<file path="src/rtl/lsh_pkg.sv">
// package: register map, field positions, header timing and state codes for the lin slave header block
package lsh_pkg;

  // ----------------------------------------------------------------------
  // register byte addresses
  // ----------------------------------------------------------------------
  localparam logic [7:0] ADDR_CTRL = 8'h00;
  localparam logic [7:0] ADDR_STAT = 8'h04;
  localparam logic [7:0] ADDR_BAUD = 8'h08;
  localparam logic [7:0] ADDR_TXD = 8'h0c;
  localparam logic [7:0] ADDR_RXD = 8'h10;

  // ----------------------------------------------------------------------
  // field positions
  // ----------------------------------------------------------------------
  localparam int C_SLV = 0;
  localparam int C_HDET = 1;
  localparam int C_IDP = 2;
  localparam int C_ARS = 3;
  localparam int C_MUTE = 4;
  localparam int C_HSEL = 5;
  localparam int C_RLD = 7;
  localparam int C_IEN = 8;
  localparam int C_PID = 16;
  localparam int S_HDET = 0;
  localparam int S_IDPE = 1;
  localparam int S_HERR = 2;
  localparam int S_RSYNC = 3;
  localparam int S_STATE = 8;
  localparam int B_XONE = 28;
  localparam int B_XEN = 29;

  // ----------------------------------------------------------------------
  // reset values, encodings and counts
  // ----------------------------------------------------------------------
  localparam logic [15:0] BAUD_RST = 16'h0010;
  localparam logic [1:0] HSEL_BRK = 2'h0;
  localparam logic [1:0] HSEL_SYNC = 2'h1;
  localparam logic [1:0] HSEL_ID = 2'h2;
  localparam logic [4:0] BRK_MIN_BITS = 5'h0c;
  localparam logic [4:0] LOW_BITS_MAX = 5'h1f;
  localparam logic [5:0] TMO_BITS = 6'h39;
  localparam logic [7:0] SYNC_BYTE = 8'h55;
  localparam logic [2:0] EDGE_LAST = 3'h4;
  localparam logic [12:0] MEAS_MAX = 13'h1fff;
  localparam int MEAS_SHIFT = 3;
  localparam logic [3:0] RX_LAST_DATA = 4'h8;

  typedef enum logic [4:0] {
    ST_IDLE = 5'b00001,
    ST_DELIM = 5'b00010,
    ST_SYNC = 5'b00100,
    ST_PID = 5'b01000,
    ST_ERR = 5'b10000
  } lsh_hdr_t;

  // protected id: two parity bits over the six id bits
  function automatic logic lsh_pid_ok(input logic [7:0] p);
    logic p0;
    logic p1;
    p0 = p[0] ^ p[1] ^ p[2] ^ p[4];
    p1 = ~(p[1] ^ p[3] ^ p[4] ^ p[5]);
    return (p[6] == p0) && (p[7] == p1);
  endfunction

endpackage

</file>
<file path="src/rtl/lsh_core.sv">
// module: lin slave header detection, mute control and baud resynchronisation behind apb
// How it works
// [RULE1] header detect on: full break, sync, id sets detected flag; interrupt if enabled
// [RULE2] bad id parity with parity check on sets parity error and detected flags
// [RULE3] in mute only headers are detected; other bytes never reach the receive store
// [RULE4] header not complete within 57 bit times sets header error flag
// [RULE5] time-out runs from break; stops on id, header error or resync write
// [RULE6] break-only select: leave mute after break plus delimiter
// [RULE7] break-sync select: leave mute after break, delimiter and clean sync
// [RULE8] break-sync-id select: leave mute only when clean id matches expected id
// [RULE9] auto resync retunes the baud divisor after every sync field
// [RULE10] time five sync falling edges in 13 bits, load divisor at fifth
// [RULE11] sync timer overflow before fifth falling edge sets header error
// [RULE12] programmed divisor is saved as hidden initial value for reloads
// [RULE13] reload enable restores initial divisor on next byte, then clears itself
// [RULE14] software should set reload enable before each checksum byte
// [RULE15] software should enter mute after transmitting the checksum
// [RULE16] resync write after header error reloads initial divisor and restarts search
// [RULE17] auto resync needs both divider mode bits set by software; here the bits are only stored, auto resync follows its enable alone
// [RULE18] fixed baud setup: divisor, function, auto off, then slave enable
// [RULE19] auto baud setup: divisor, function, auto on, then slave enable
// [RULE20] published response goes through transmit data; subscribed response is received
// [RULE21] break is more than 11 dominant bits then recessive, flagged at break end
// [RULE22] delimiter shorter than half a bit sets header error flag
// [RULE23] header select chooses break, break plus sync, or full header
// [RULE24] status flags stay set until software writes 1 to clear
// [RULE25] header detect off: no detected or parity flags, time-out idle
//
// Design decisions made here: the APB register port and the placing of the registers.
`timescale 1ns/1ps
`default_nettype none
module lsh_core (
  input wire logic pclk,
  input wire logic presetn,
  input wire logic psel,
  input wire logic penable,
  input wire logic pwrite,
  input wire logic [7:0] paddr,
  input wire logic [31:0] pwdata,
  output logic [31:0] prdata,
  output logic pready,
  output logic pslverr,
  input wire logic rx_line,
  output logic lin_irq,
  output logic rx_store_valid,
  output logic [7:0] rx_store_data,
  output logic tx_load,
  output logic [7:0] tx_data,
  output logic [15:0] baud_divisor
);
  // ----------------------------------------------------------------------
  // declarations
  // ----------------------------------------------------------------------
  logic slave_mode_enable_r;
  logic slave_header_detect_enable_r;
  logic id_parity_enable_r;
  logic auto_resync_enable_r;
  logic mute_r;
  logic [1:0] head_sel_r;
  logic baud_reload_enable_r;
  logic bus_event_interrupt_enable_r;
  logic [7:0] expected_protected_id_r;
  logic slave_header_detected_flag_r;
  logic id_parity_error_flag_r;
  logic header_error_flag_r;
  logic baud_x_en_r;
  logic baud_x_one_r;
  logic [15:0] init_div_r;
  logic [7:0] last_rx_r;
  lsh_pkg::lsh_hdr_t state_r;
  lsh_pkg::lsh_hdr_t state_nxt;
  logic line_q_r;
  logic [15:0] low_cyc_r;
  logic [4:0] low_bits_r;
  logic [15:0] dl_cyc_r;
  logic tmo_on_r;
  logic [15:0] tmo_cyc_r;
  logic [5:0] tmo_bits_r;
  logic meas_on_r;
  logic [2:0] edge_cnt_r;
  logic [12:0] meas_r;
  logic rx_valid;
  logic [7:0] rx_data;
  logic rx_fe;
  logic acc;
  logic wr_en;
  logic rs_wr;
  logic clr_wr;
  logic hdr_on;
  logic fall;
  logic rise;
  logic brk_det;
  logic tmo_hit;
  logic meas_ovf;
  logic sync_load;
  logic [15:0] sync_div;
  logic herr_evt;
  logic hdet_evt;
  logic idperr_evt;
  logic mute_exit;

  // engine idle during an auto sync: the old divisor would misframe it
  lsh_rx_byte u_rx (
    .pclk(pclk),
    .presetn(presetn),
    .rx_line(rx_line || (auto_resync_enable_r && state_r == lsh_pkg::ST_SYNC)),
    .divisor(baud_divisor),
    .byte_valid(rx_valid),
    .byte_data(rx_data),
    .frame_err(rx_fe)
  );

  // ----------------------------------------------------------------------
  // apb slave: one wait state so read data comes from a flip-flop
  // ----------------------------------------------------------------------
  assign acc = psel && penable && pready;
  assign wr_en = acc && pwrite;
  assign clr_wr = wr_en && (paddr == lsh_pkg::ADDR_STAT);
  assign rs_wr = clr_wr && pwdata[lsh_pkg::S_RSYNC];

  always_ff @(posedge pclk or negedge presetn) begin
    if (!presetn) begin
      pready <= 1'b0;
      prdata <= 32'h0000_0000;
      pslverr <= 1'b0;
    end else begin
      pready <= psel && penable && !pready;
      pslverr <= 1'b0;
      prdata <= 32'h0000_0000;
      if (psel && penable && !pready) begin
        if (paddr == lsh_pkg::ADDR_CTRL) begin
          prdata[lsh_pkg::C_SLV] <= slave_mode_enable_r;
          prdata[lsh_pkg::C_HDET] <= slave_header_detect_enable_r;
          prdata[lsh_pkg::C_IDP] <= id_parity_enable_r;
          prdata[lsh_pkg::C_ARS] <= auto_resync_enable_r;
          prdata[lsh_pkg::C_MUTE] <= mute_r;
          prdata[lsh_pkg::C_HSEL +: 2] <= head_sel_r;
          prdata[lsh_pkg::C_RLD] <= baud_reload_enable_r;
          prdata[lsh_pkg::C_IEN] <= bus_event_interrupt_enable_r;
          prdata[lsh_pkg::C_PID +: 8] <= expected_protected_id_r;
        end else if (paddr == lsh_pkg::ADDR_STAT) begin
          prdata[lsh_pkg::S_HDET] <= slave_header_detected_flag_r;
          prdata[lsh_pkg::S_IDPE] <= id_parity_error_flag_r;
          prdata[lsh_pkg::S_HERR] <= header_error_flag_r;
          prdata[lsh_pkg::S_STATE +: 5] <= state_r;
        end else if (paddr == lsh_pkg::ADDR_BAUD) begin
          prdata[15:0] <= baud_divisor;
          prdata[lsh_pkg::B_XONE] <= baud_x_one_r;
          prdata[lsh_pkg::B_XEN] <= baud_x_en_r;
        end else if (paddr == lsh_pkg::ADDR_TXD) begin
          prdata[7:0] <= tx_data;
        end else if (paddr == lsh_pkg::ADDR_RXD) begin
          prdata[7:0] <= last_rx_r;
        end else begin
          pslverr <= 1'b1;
        end
      end
    end
  end

  // ----------------------------------------------------------------------
  // control register; hardware clears mute and reload, a write overrides
  // ----------------------------------------------------------------------
  always_ff @(posedge pclk or negedge presetn) begin
    if (!presetn) begin
      slave_mode_enable_r <= 1'b0;
      slave_header_detect_enable_r <= 1'b0;
      id_parity_enable_r <= 1'b0;
      auto_resync_enable_r <= 1'b0;
      mute_r <= 1'b0;
      head_sel_r <= lsh_pkg::HSEL_BRK;
      baud_reload_enable_r <= 1'b0;
      bus_event_interrupt_enable_r <= 1'b0;
      expected_protected_id_r <= 8'h00;
    end else begin
      if (mute_exit) begin
        mute_r <= 1'b0; // [RULE6] [RULE7] [RULE8]
      end
      if (baud_reload_enable_r && rx_valid) begin
        baud_reload_enable_r <= 1'b0; // [RULE13]
      end
      if (wr_en && paddr == lsh_pkg::ADDR_CTRL) begin
        slave_mode_enable_r <= pwdata[lsh_pkg::C_SLV]; // [RULE18] [RULE19]
        slave_header_detect_enable_r <= pwdata[lsh_pkg::C_HDET];
        id_parity_enable_r <= pwdata[lsh_pkg::C_IDP];
        auto_resync_enable_r <= pwdata[lsh_pkg::C_ARS];
        mute_r <= pwdata[lsh_pkg::C_MUTE]; // [RULE15]
        head_sel_r <= pwdata[lsh_pkg::C_HSEL +: 2]; // [RULE23]
        baud_reload_enable_r <= pwdata[lsh_pkg::C_RLD]; // [RULE14]
        bus_event_interrupt_enable_r <= pwdata[lsh_pkg::C_IEN];
        expected_protected_id_r <= pwdata[lsh_pkg::C_PID +: 8];
      end
    end
  end

  // ----------------------------------------------------------------------
  // baud divisor, hidden initial value and automatic loads
  // ----------------------------------------------------------------------
  // measured span is eight bit times, so one bit is the span shifted down
  assign sync_div = ({3'h0, meas_r} + 16'h0001) >> lsh_pkg::MEAS_SHIFT;

  always_ff @(posedge pclk or negedge presetn) begin
    if (!presetn) begin
      baud_divisor <= lsh_pkg::BAUD_RST;
      init_div_r <= lsh_pkg::BAUD_RST;
      baud_x_en_r <= 1'b0;
      baud_x_one_r <= 1'b0;
    end else begin
      if (wr_en && paddr == lsh_pkg::ADDR_BAUD) begin
        // saved on every write: setup programs the divisor before auto mode is on
        baud_divisor <= pwdata[15:0];
        init_div_r <= pwdata[15:0]; // [RULE12]
        baud_x_en_r <= pwdata[lsh_pkg::B_XEN]; // [RULE17]
        baud_x_one_r <= pwdata[lsh_pkg::B_XONE];
      end
      if (rs_wr || (baud_reload_enable_r && rx_valid)) begin
        baud_divisor <= init_div_r; // [RULE13] [RULE16]
      end
      if (sync_load) begin
        baud_divisor <= sync_div; // [RULE9] [RULE10]
      end
    end
  end

  // ----------------------------------------------------------------------
  // line watch: dominant length, delimiter length, time-out, sync timer
  // ----------------------------------------------------------------------
  assign hdr_on = slave_mode_enable_r && slave_header_detect_enable_r;
  assign fall = line_q_r && !rx_line;
  assign rise = !line_q_r && rx_line;
  assign brk_det = hdr_on && rise && (low_bits_r >= lsh_pkg::BRK_MIN_BITS) && (state_r != lsh_pkg::ST_ERR); // [RULE21]
  assign tmo_hit = tmo_on_r && (tmo_bits_r == lsh_pkg::TMO_BITS); // [RULE4]
  assign meas_ovf = meas_on_r && (meas_r == lsh_pkg::MEAS_MAX); // [RULE11]
  assign sync_load = hdr_on && auto_resync_enable_r && !rs_wr && !brk_det && !tmo_hit && (state_r == lsh_pkg::ST_SYNC)
    && fall && meas_on_r && (edge_cnt_r == lsh_pkg::EDGE_LAST); // [RULE10]

  always_ff @(posedge pclk or negedge presetn) begin
    if (!presetn) begin
      line_q_r <= 1'b1;
      low_cyc_r <= 16'h0000;
      low_bits_r <= 5'h00;
      dl_cyc_r <= 16'h0000;
    end else begin
      line_q_r <= rx_line;
      if (rx_line) begin
        low_cyc_r <= 16'h0000;
        low_bits_r <= 5'h00;
      end else if (low_cyc_r >= baud_divisor - 16'h0001) begin
        low_cyc_r <= 16'h0000;
        if (low_bits_r != lsh_pkg::LOW_BITS_MAX) begin
          low_bits_r <= low_bits_r + 5'h01;
        end
      end else begin
        low_cyc_r <= low_cyc_r + 16'h0001;
      end
      dl_cyc_r <= (state_r == lsh_pkg::ST_DELIM) ? dl_cyc_r + 16'h0001 : 16'h0000;
    end
  end

  always_ff @(posedge pclk or negedge presetn) begin
    if (!presetn) begin
      tmo_on_r <= 1'b0;
      tmo_cyc_r <= 16'h0000;
      tmo_bits_r <= 6'h00;
    end else if (!hdr_on || rs_wr || herr_evt || hdet_evt) begin
      tmo_on_r <= 1'b0; // [RULE5] [RULE25]
    end else if (brk_det) begin
      tmo_on_r <= 1'b1; // [RULE5]
      tmo_cyc_r <= 16'h0000;
      tmo_bits_r <= 6'h00;
    end else if (tmo_on_r) begin
      if (tmo_cyc_r >= baud_divisor - 16'h0001) begin
        tmo_cyc_r <= 16'h0000;
        tmo_bits_r <= tmo_bits_r + 6'h01;
      end else begin
        tmo_cyc_r <= tmo_cyc_r + 16'h0001;
      end
    end
  end

  always_ff @(posedge pclk or negedge presetn) begin
    if (!presetn) begin
      meas_on_r <= 1'b0;
      edge_cnt_r <= 3'h0;
      meas_r <= 13'h0000;
    end else if (state_r != lsh_pkg::ST_SYNC || !auto_resync_enable_r) begin
      meas_on_r <= 1'b0;
      edge_cnt_r <= 3'h0;
      meas_r <= 13'h0000;
    end else if (fall && !meas_on_r && edge_cnt_r == 3'h0) begin
      meas_on_r <= 1'b1;
      edge_cnt_r <= 3'h1;
    end else if (fall && meas_on_r) begin
      meas_on_r <= (edge_cnt_r != lsh_pkg::EDGE_LAST);
      edge_cnt_r <= edge_cnt_r + 3'h1;
      meas_r <= meas_r + 13'h0001;
    end else if (meas_on_r && meas_r != lsh_pkg::MEAS_MAX) begin
      meas_r <= meas_r + 13'h0001;
    end
  end

  // ----------------------------------------------------------------------
  // header sequence
  // ----------------------------------------------------------------------
  always_comb begin
    state_nxt = state_r;
    herr_evt = 1'b0;
    hdet_evt = 1'b0;
    idperr_evt = 1'b0;
    mute_exit = 1'b0;
    if (!hdr_on || rs_wr) begin
      state_nxt = lsh_pkg::ST_IDLE; // [RULE16] [RULE25]
    end else if (brk_det) begin
      state_nxt = lsh_pkg::ST_DELIM;
    end else if (tmo_hit) begin
      herr_evt = 1'b1;
      state_nxt = lsh_pkg::ST_ERR;
    end else begin
      case (state_r)
        lsh_pkg::ST_DELIM: begin
          if (fall) begin
            herr_evt = 1'b1; // [RULE22]
            state_nxt = lsh_pkg::ST_ERR;
          end else if (dl_cyc_r >= (baud_divisor >> 1)) begin
            state_nxt = lsh_pkg::ST_SYNC;
            mute_exit = (head_sel_r == lsh_pkg::HSEL_BRK); // [RULE6]
          end
        end
        lsh_pkg::ST_SYNC: begin
          if (meas_ovf) begin
            herr_evt = 1'b1; // [RULE11]
            state_nxt = lsh_pkg::ST_ERR;
          end else if (auto_resync_enable_r ? rise && edge_cnt_r > lsh_pkg::EDGE_LAST : rx_valid) begin
            if (!auto_resync_enable_r && (rx_fe || rx_data != lsh_pkg::SYNC_BYTE)) begin
              herr_evt = 1'b1;
              state_nxt = lsh_pkg::ST_ERR;
            end else begin
              state_nxt = lsh_pkg::ST_PID;
              mute_exit = (head_sel_r == lsh_pkg::HSEL_SYNC); // [RULE7]
            end
          end
        end
        lsh_pkg::ST_PID: begin
          if (rx_valid) begin
            if (rx_fe) begin
              herr_evt = 1'b1;
              state_nxt = lsh_pkg::ST_ERR;
            end else begin
              hdet_evt = 1'b1; // [RULE1]
              idperr_evt = id_parity_enable_r && !lsh_pkg::lsh_pid_ok(rx_data); // [RULE2]
              state_nxt = lsh_pkg::ST_IDLE;
              mute_exit = (head_sel_r == lsh_pkg::HSEL_ID) && (rx_data == expected_protected_id_r)
                && !idperr_evt; // [RULE8]
            end
          end
        end
        lsh_pkg::ST_IDLE: begin
          state_nxt = lsh_pkg::ST_IDLE;
        end
        lsh_pkg::ST_ERR: begin
          state_nxt = lsh_pkg::ST_ERR;
        end
        default: begin
          state_nxt = lsh_pkg::ST_IDLE;
        end
      endcase
    end
  end

  always_ff @(posedge pclk or negedge presetn) begin
    if (!presetn) begin
      state_r <= lsh_pkg::ST_IDLE;
    end else begin
      state_r <= state_nxt;
    end
  end

  // ----------------------------------------------------------------------
  // sticky flags: a hardware set in the clearing cycle wins
  // ----------------------------------------------------------------------
  always_ff @(posedge pclk or negedge presetn) begin
    if (!presetn) begin
      slave_header_detected_flag_r <= 1'b0;
      id_parity_error_flag_r <= 1'b0;
      header_error_flag_r <= 1'b0;
      lin_irq <= 1'b0;
    end else begin
      slave_header_detected_flag_r <= (slave_header_detected_flag_r && !(clr_wr && pwdata[lsh_pkg::S_HDET]))
        || hdet_evt || idperr_evt; // [RULE24] [RULE1] [RULE2]
      id_parity_error_flag_r <= (id_parity_error_flag_r && !(clr_wr && pwdata[lsh_pkg::S_IDPE]))
        || idperr_evt; // [RULE24]
      header_error_flag_r <= (header_error_flag_r && !(clr_wr && pwdata[lsh_pkg::S_HERR]))
        || herr_evt; // [RULE24] [RULE4]
      lin_irq <= bus_event_interrupt_enable_r
        && (slave_header_detected_flag_r || id_parity_error_flag_r || header_error_flag_r); // [RULE1]
    end
  end

  // ----------------------------------------------------------------------
  // data paths to the host uart
  // ----------------------------------------------------------------------
  always_ff @(posedge pclk or negedge presetn) begin
    if (!presetn) begin
      rx_store_valid <= 1'b0;
      rx_store_data <= 8'h00;
      last_rx_r <= 8'h00;
      tx_load <= 1'b0;
      tx_data <= 8'h00;
    end else begin
      // mute_r is the value before this byte, so the byte that ends mute is not stored
      rx_store_valid <= rx_valid && !mute_r; // [RULE3] [RULE20]
      if (rx_valid) begin
        rx_store_data <= rx_data;
        last_rx_r <= rx_data;
      end
      tx_load <= wr_en && (paddr == lsh_pkg::ADDR_TXD); // [RULE20]
      if (wr_en && paddr == lsh_pkg::ADDR_TXD) begin
        tx_data <= pwdata[7:0];
      end
    end
  end
endmodule
`default_nettype wire

</file>
<file path="src/rtl/lsh_rx_byte.sv">
// module: mid-bit sampling byte receiver used for header fields
`timescale 1ns/1ps
`default_nettype none
module lsh_rx_byte (
  input wire logic pclk,
  input wire logic presetn,
  input wire logic rx_line,
  input wire logic [15:0] divisor,
  output logic byte_valid,
  output logic [7:0] byte_data,
  output logic frame_err
);
  logic busy_r;
  logic wait_hi_r;
  logic line_q_r;
  logic [15:0] cnt_r;
  logic [3:0] bit_r;
  logic [7:0] shift_r;
  localparam logic [3:0] RX_LAST_DATA_L = lsh_pkg::RX_LAST_DATA;

  // ----------------------------------------------------------------------
  // receive engine
  // ----------------------------------------------------------------------
  always_ff @(posedge pclk or negedge presetn) begin
    if (!presetn) begin
      busy_r <= 1'b0;
      wait_hi_r <= 1'b0;
      line_q_r <= 1'b1;
      cnt_r <= 16'h0000;
      bit_r <= 4'h0;
      shift_r <= 8'h00;
      byte_valid <= 1'b0;
      byte_data <= 8'h00;
      frame_err <= 1'b0;
    end else begin
      line_q_r <= rx_line;
      byte_valid <= 1'b0;
      if (!busy_r) begin
        // after a low stop bit (a break) wait for recessive before the next start
        if (wait_hi_r) begin
          if (rx_line) begin
            wait_hi_r <= 1'b0;
          end
        end else if (line_q_r && !rx_line) begin
          busy_r <= 1'b1;
          cnt_r <= divisor >> 1;
          bit_r <= 4'h0;
        end
      end else if (cnt_r != 16'h0000) begin
        cnt_r <= cnt_r - 16'h0001;
      end else begin
        cnt_r <= divisor - 16'h0001;
        if (bit_r == 4'h0) begin
          if (rx_line) begin
            busy_r <= 1'b0;
          end else begin
            bit_r <= 4'h1;
          end
        end else if (bit_r <= RX_LAST_DATA_L) begin
          shift_r <= {rx_line, shift_r[7:1]};
          bit_r <= bit_r + 4'h1;
        end else begin
          byte_valid <= 1'b1;
          byte_data <= shift_r;
          frame_err <= !rx_line;
          wait_hi_r <= !rx_line;
          busy_r <= 1'b0;
        end
      end
    end
  end
endmodule
`default_nettype wire

</file>
<file path="config.mk">
export PLATFORM = sky130hd
export DESIGN_NAME = lsh_core
export DESIGN_NICKNAME = d
export VERILOG_FILES = /design/src/rtl/lsh_pkg.sv /design/src/rtl/lsh_core.sv /design/src/rtl/lsh_rx_byte.sv
export SDC_FILE = /design/constraint.sdc
export NUM_CORES = 1
export LEC_CHECK = 0
export BUFFER_PORTS_ARGS = -buffer_cell sky130_fd_sc_hd__buf_2
export CAP_MARGIN = 20
export CORE_MARGIN = 2
export CORE_UTILIZATION = 60
export DETAILED_ROUTE_END_ITERATION = 8
export GPL_ROUTABILITY_DRIVEN = 0
export PLACE_DENSITY = 0.78
export SLEW_MARGIN = 20
export SYNTH_ARGS = -nofsm -noshare
export SYNTH_HDL_FRONTEND = slang
export SYNTH_HIERARCHICAL = 1
export SYNTH_SLANG_ARGS = --single-unit
</file>
<file path="constraint.sdc">
create_clock -name pclk -period 4.6 [get_ports pclk]
set_input_delay 0.92 -clock pclk [delete_from_list [all_inputs] [get_ports pclk]]
set_output_delay 0.92 -clock pclk [all_outputs]
set_load 0.005 [all_outputs]
</file>
==> metrics.cfg <==
[outcome]
status=completed

[placement]
portBuffers=102
postPlaceCellArea_mm2=0.01362
place_ws_ns=0.8307
post-dp-hpwl_um=23260
place_inst=1691

[cells_and_area]
regArea_mm2=0.005637
nNetsFinal=1548
antennaDiodeCount=0
area_growth_syn_to_layout_pct=13.17
drive_gt1_share_pct=16.77
post-route-util_pct=69.09
fin_area_mm2=0.01448
final_cells=1736
multi_input_area_mm2=0.006724
filler_cell_count=1626

[synthesis]
synth_mux_area_share_pct=4.988
synth_edf_count=0
synth_top_family_by_area=simple AND/OR/NAND/NOR gates
yosysTopAreaCellShare_pct=43.04
yosysWarnings=6
synthArstFlopShare_pct=100.0
synth_compound_area_share_pct=14.36
yosys_most_used_dff=dfrtp_1
synth_xor_area_share_pct=5.859
yosysSeqAreaShare_pct=44.06
synthCells=1345
synth.area.top_cells=dfrtp_1 (43%), ha_1 (5.8%), nand2_1 (5.3%), o21ai_0 (3.0%), nor2_1 (3.0%)
synthSimpleGateAreaFrac_pct=21.24
yosys.area_share.adder_pct=5.859
netlist_area_mm2=0.01279
synth_cell_type_count=83
synth_top_area_cell=dfrtp_1
ys_seq_elements=225
postSynthAreaPerCell_um2=9.511

[cts]
path_clk_slew_ns=0.07
post-cts-setup-buffers=0
cts_resized=0
cts_root_buf=clkbuf_16
hold_buffers=0
clock_sinks=225
clkLatencyLatePin_ns=0.53
htreeDepth=1
cts_tree=built
numCtsBuffers=25
clockBufferDepth=3

[sta]
worst_slack_ns=0.8076
fin_skew_ns=0.01692
whs_ns=0.4703
setup_viol=0
max_freq_ghz=0.2637
slew_headroom_pct=37.36
setup_tns_ns=0
final.min_clock_period_ns=3.792
worst-slew-pin-transition_ns=0.9397
slew_violations=0
fin_crit_sh_pct=82.44
hold_viol=0
rsz0062_at_grt=no

[die]
die_w_um=150.0
row_count=53
start_util_pct=61.05
fp.dieH_um=150.0
core-area_mm2=0.02096
num_io_pins=115
die-area_mm2=0.02250

[power]
power_mw=4.616
power.density_mw_per_mm2=318.9
peakVddDrop_uv=299.8
leakage_nw=6.892

[global_routing]
grt_pass1_vias=10586
grt_pass1_wl_um=54010
grt-ovfl-total=0
grt_max_degree=122
grt_usage_pct=30.03
antenna_found_initial=1

[route]
drc=0
ant_nets=0
wirelength_um=33100
via_count=10811
drt_iter0_markers=915
avgRoutedWirePerCell_um=19.07
viasPerCell=6.228
first_pass_iters=6

[critical_path]
reg2regPathDepth=15
cp-end-kind=register
worstPathArrival_ns=4.25
cp.required_ns=5.06
start_kind=register
crit_fanout=12
critical_path_class=reg -> reg

[hold_path]
hold_class=in -> async

[flow_run]
max-cap-violations=0

## cell usage after synthesis (all sizes together) (4+ instances only)
library cell and n:
mux2 46, dfrtp 220, nand3 46, and3 49, o211ai 14, nand3b 4, clkbuf 41, or2 6
a211oi 10, mux2i 12, o21ai 85, nand4 11, a2111oi 4, a311oi 7, a21o 10, a41oi 4
a32oi 7, a21oi 54, a31oi 10, dfstp 5, nor3 39, o31ai 10, xnor2 41, nor2 102
a21boi 4, and4 7, a221oi 4, inv 43, or4 8, a22o 17, nor4 14, nor2b 27
a211o 5, nand2b 9, and2 8, ha 59, a22oi 5, nand2 182, xor2 42, or3 12
buf 24
## worst paths after layout
path / from / to / slack [ns]
hold / removal: presetn / low_bits_r[0] / 0.47
max in group asynchronous: presetn / init_div_r[4] / 2.97
min in group pclk: init_div_r[5] / init_div_r[5] / 0.47
setup / recovery: baud_divisor[0] / tmo_cyc_r[5] / 0.81
setup reg to reg: baud_divisor[0] / tmo_cyc_r[5] / 0.81
hold reg to reg: init_div_r[5] / init_div_r[5] / 0.47
## cells by family after synthesis
family | after synthesis
AND/OR/NAND/NOR | 536
AO/OA/AOI/OAI | 273
flip-flops | 225
buffers and inverters | 108
XOR/XNOR | 84
adder cells (fa/ha/maj) | 60
multiplexers | 58
other | 1
## cell usage in the layout (no fill, tap or decap), types with 34 or more instances in the layout
cell type  Yosys  final
inv_1         43     43
nor3_1        35     34
a21oi_1       54     54
o21ai_0       77     77
xor2_1        42     42
ha_1          59     59
nand3_1       45     45
nor2_1       101    101
xnor2_1       41     41
dfrtp_1      220    220
buf_2         11    101
and3_1        49     49
nand2_1      182    182
## cell type report
cell class              count  area share [%]
inverters                  43           1.115
repair buffers            131           5.185
multi-input cells        1017           46.44
clock buffers              32           4.848
well taps                 275           2.377
clock inverters            13           1.098
flip-flops and latches    225           38.93
## state kept, by name (all words and copies together), names as in the netlist, 3 cells and up
register                 count
baud_divisor                16
dl_cyc_r                    16
edge_cnt_r                   3
expected_protected_id_r      8
init_div_r                  16
low_bits_r                   5
low_cyc_r                   16
meas_r                      13
prdata                      26
rx_store_data                8
state_r                      5
tmo_bits_r                   6
tmo_cyc_r                   16
tx_data                      8
u_rx/bit_r                   4
u_rx/byte_data               8
u_rx/cnt_r                  16
u_rx/shift_r                 8
## metal layers
layer  up-vias  track usage, %  wire [µm]
met5         -               0          0
met3        89           4.207       2071
met2       408           48.88      15780
met1      5321           41.20      14130
met4         0           10.99       1116
li1       4993               -          -
## report_power, final
group          switching, mW  leakage (nW)  internal (mW)  total (mW)
sequential             0.117          2.97           2.05        2.16
combinational          0.208          3.51          0.148       0.356
clock                  0.846         0.418           1.25        2.10
## critical path, cell delays in order, from the launching register on
cell      delay (ns)
dfrtp_1         0.39
inv_1           0.08
ha_1            0.21
or4b_1          0.57
nor2_1          0.17
xnor2_1         0.22
ha_1            0.30
o21ai_0         0.23
nor2_1          0.08
a211oi_1        0.36
nor3_1          0.11
a221oi_1        0.31
nand2_1         0.14
buf_4           0.20
o21ai_0         0.19
a22o_1          0.17
(Power assumes the default switching activity.)
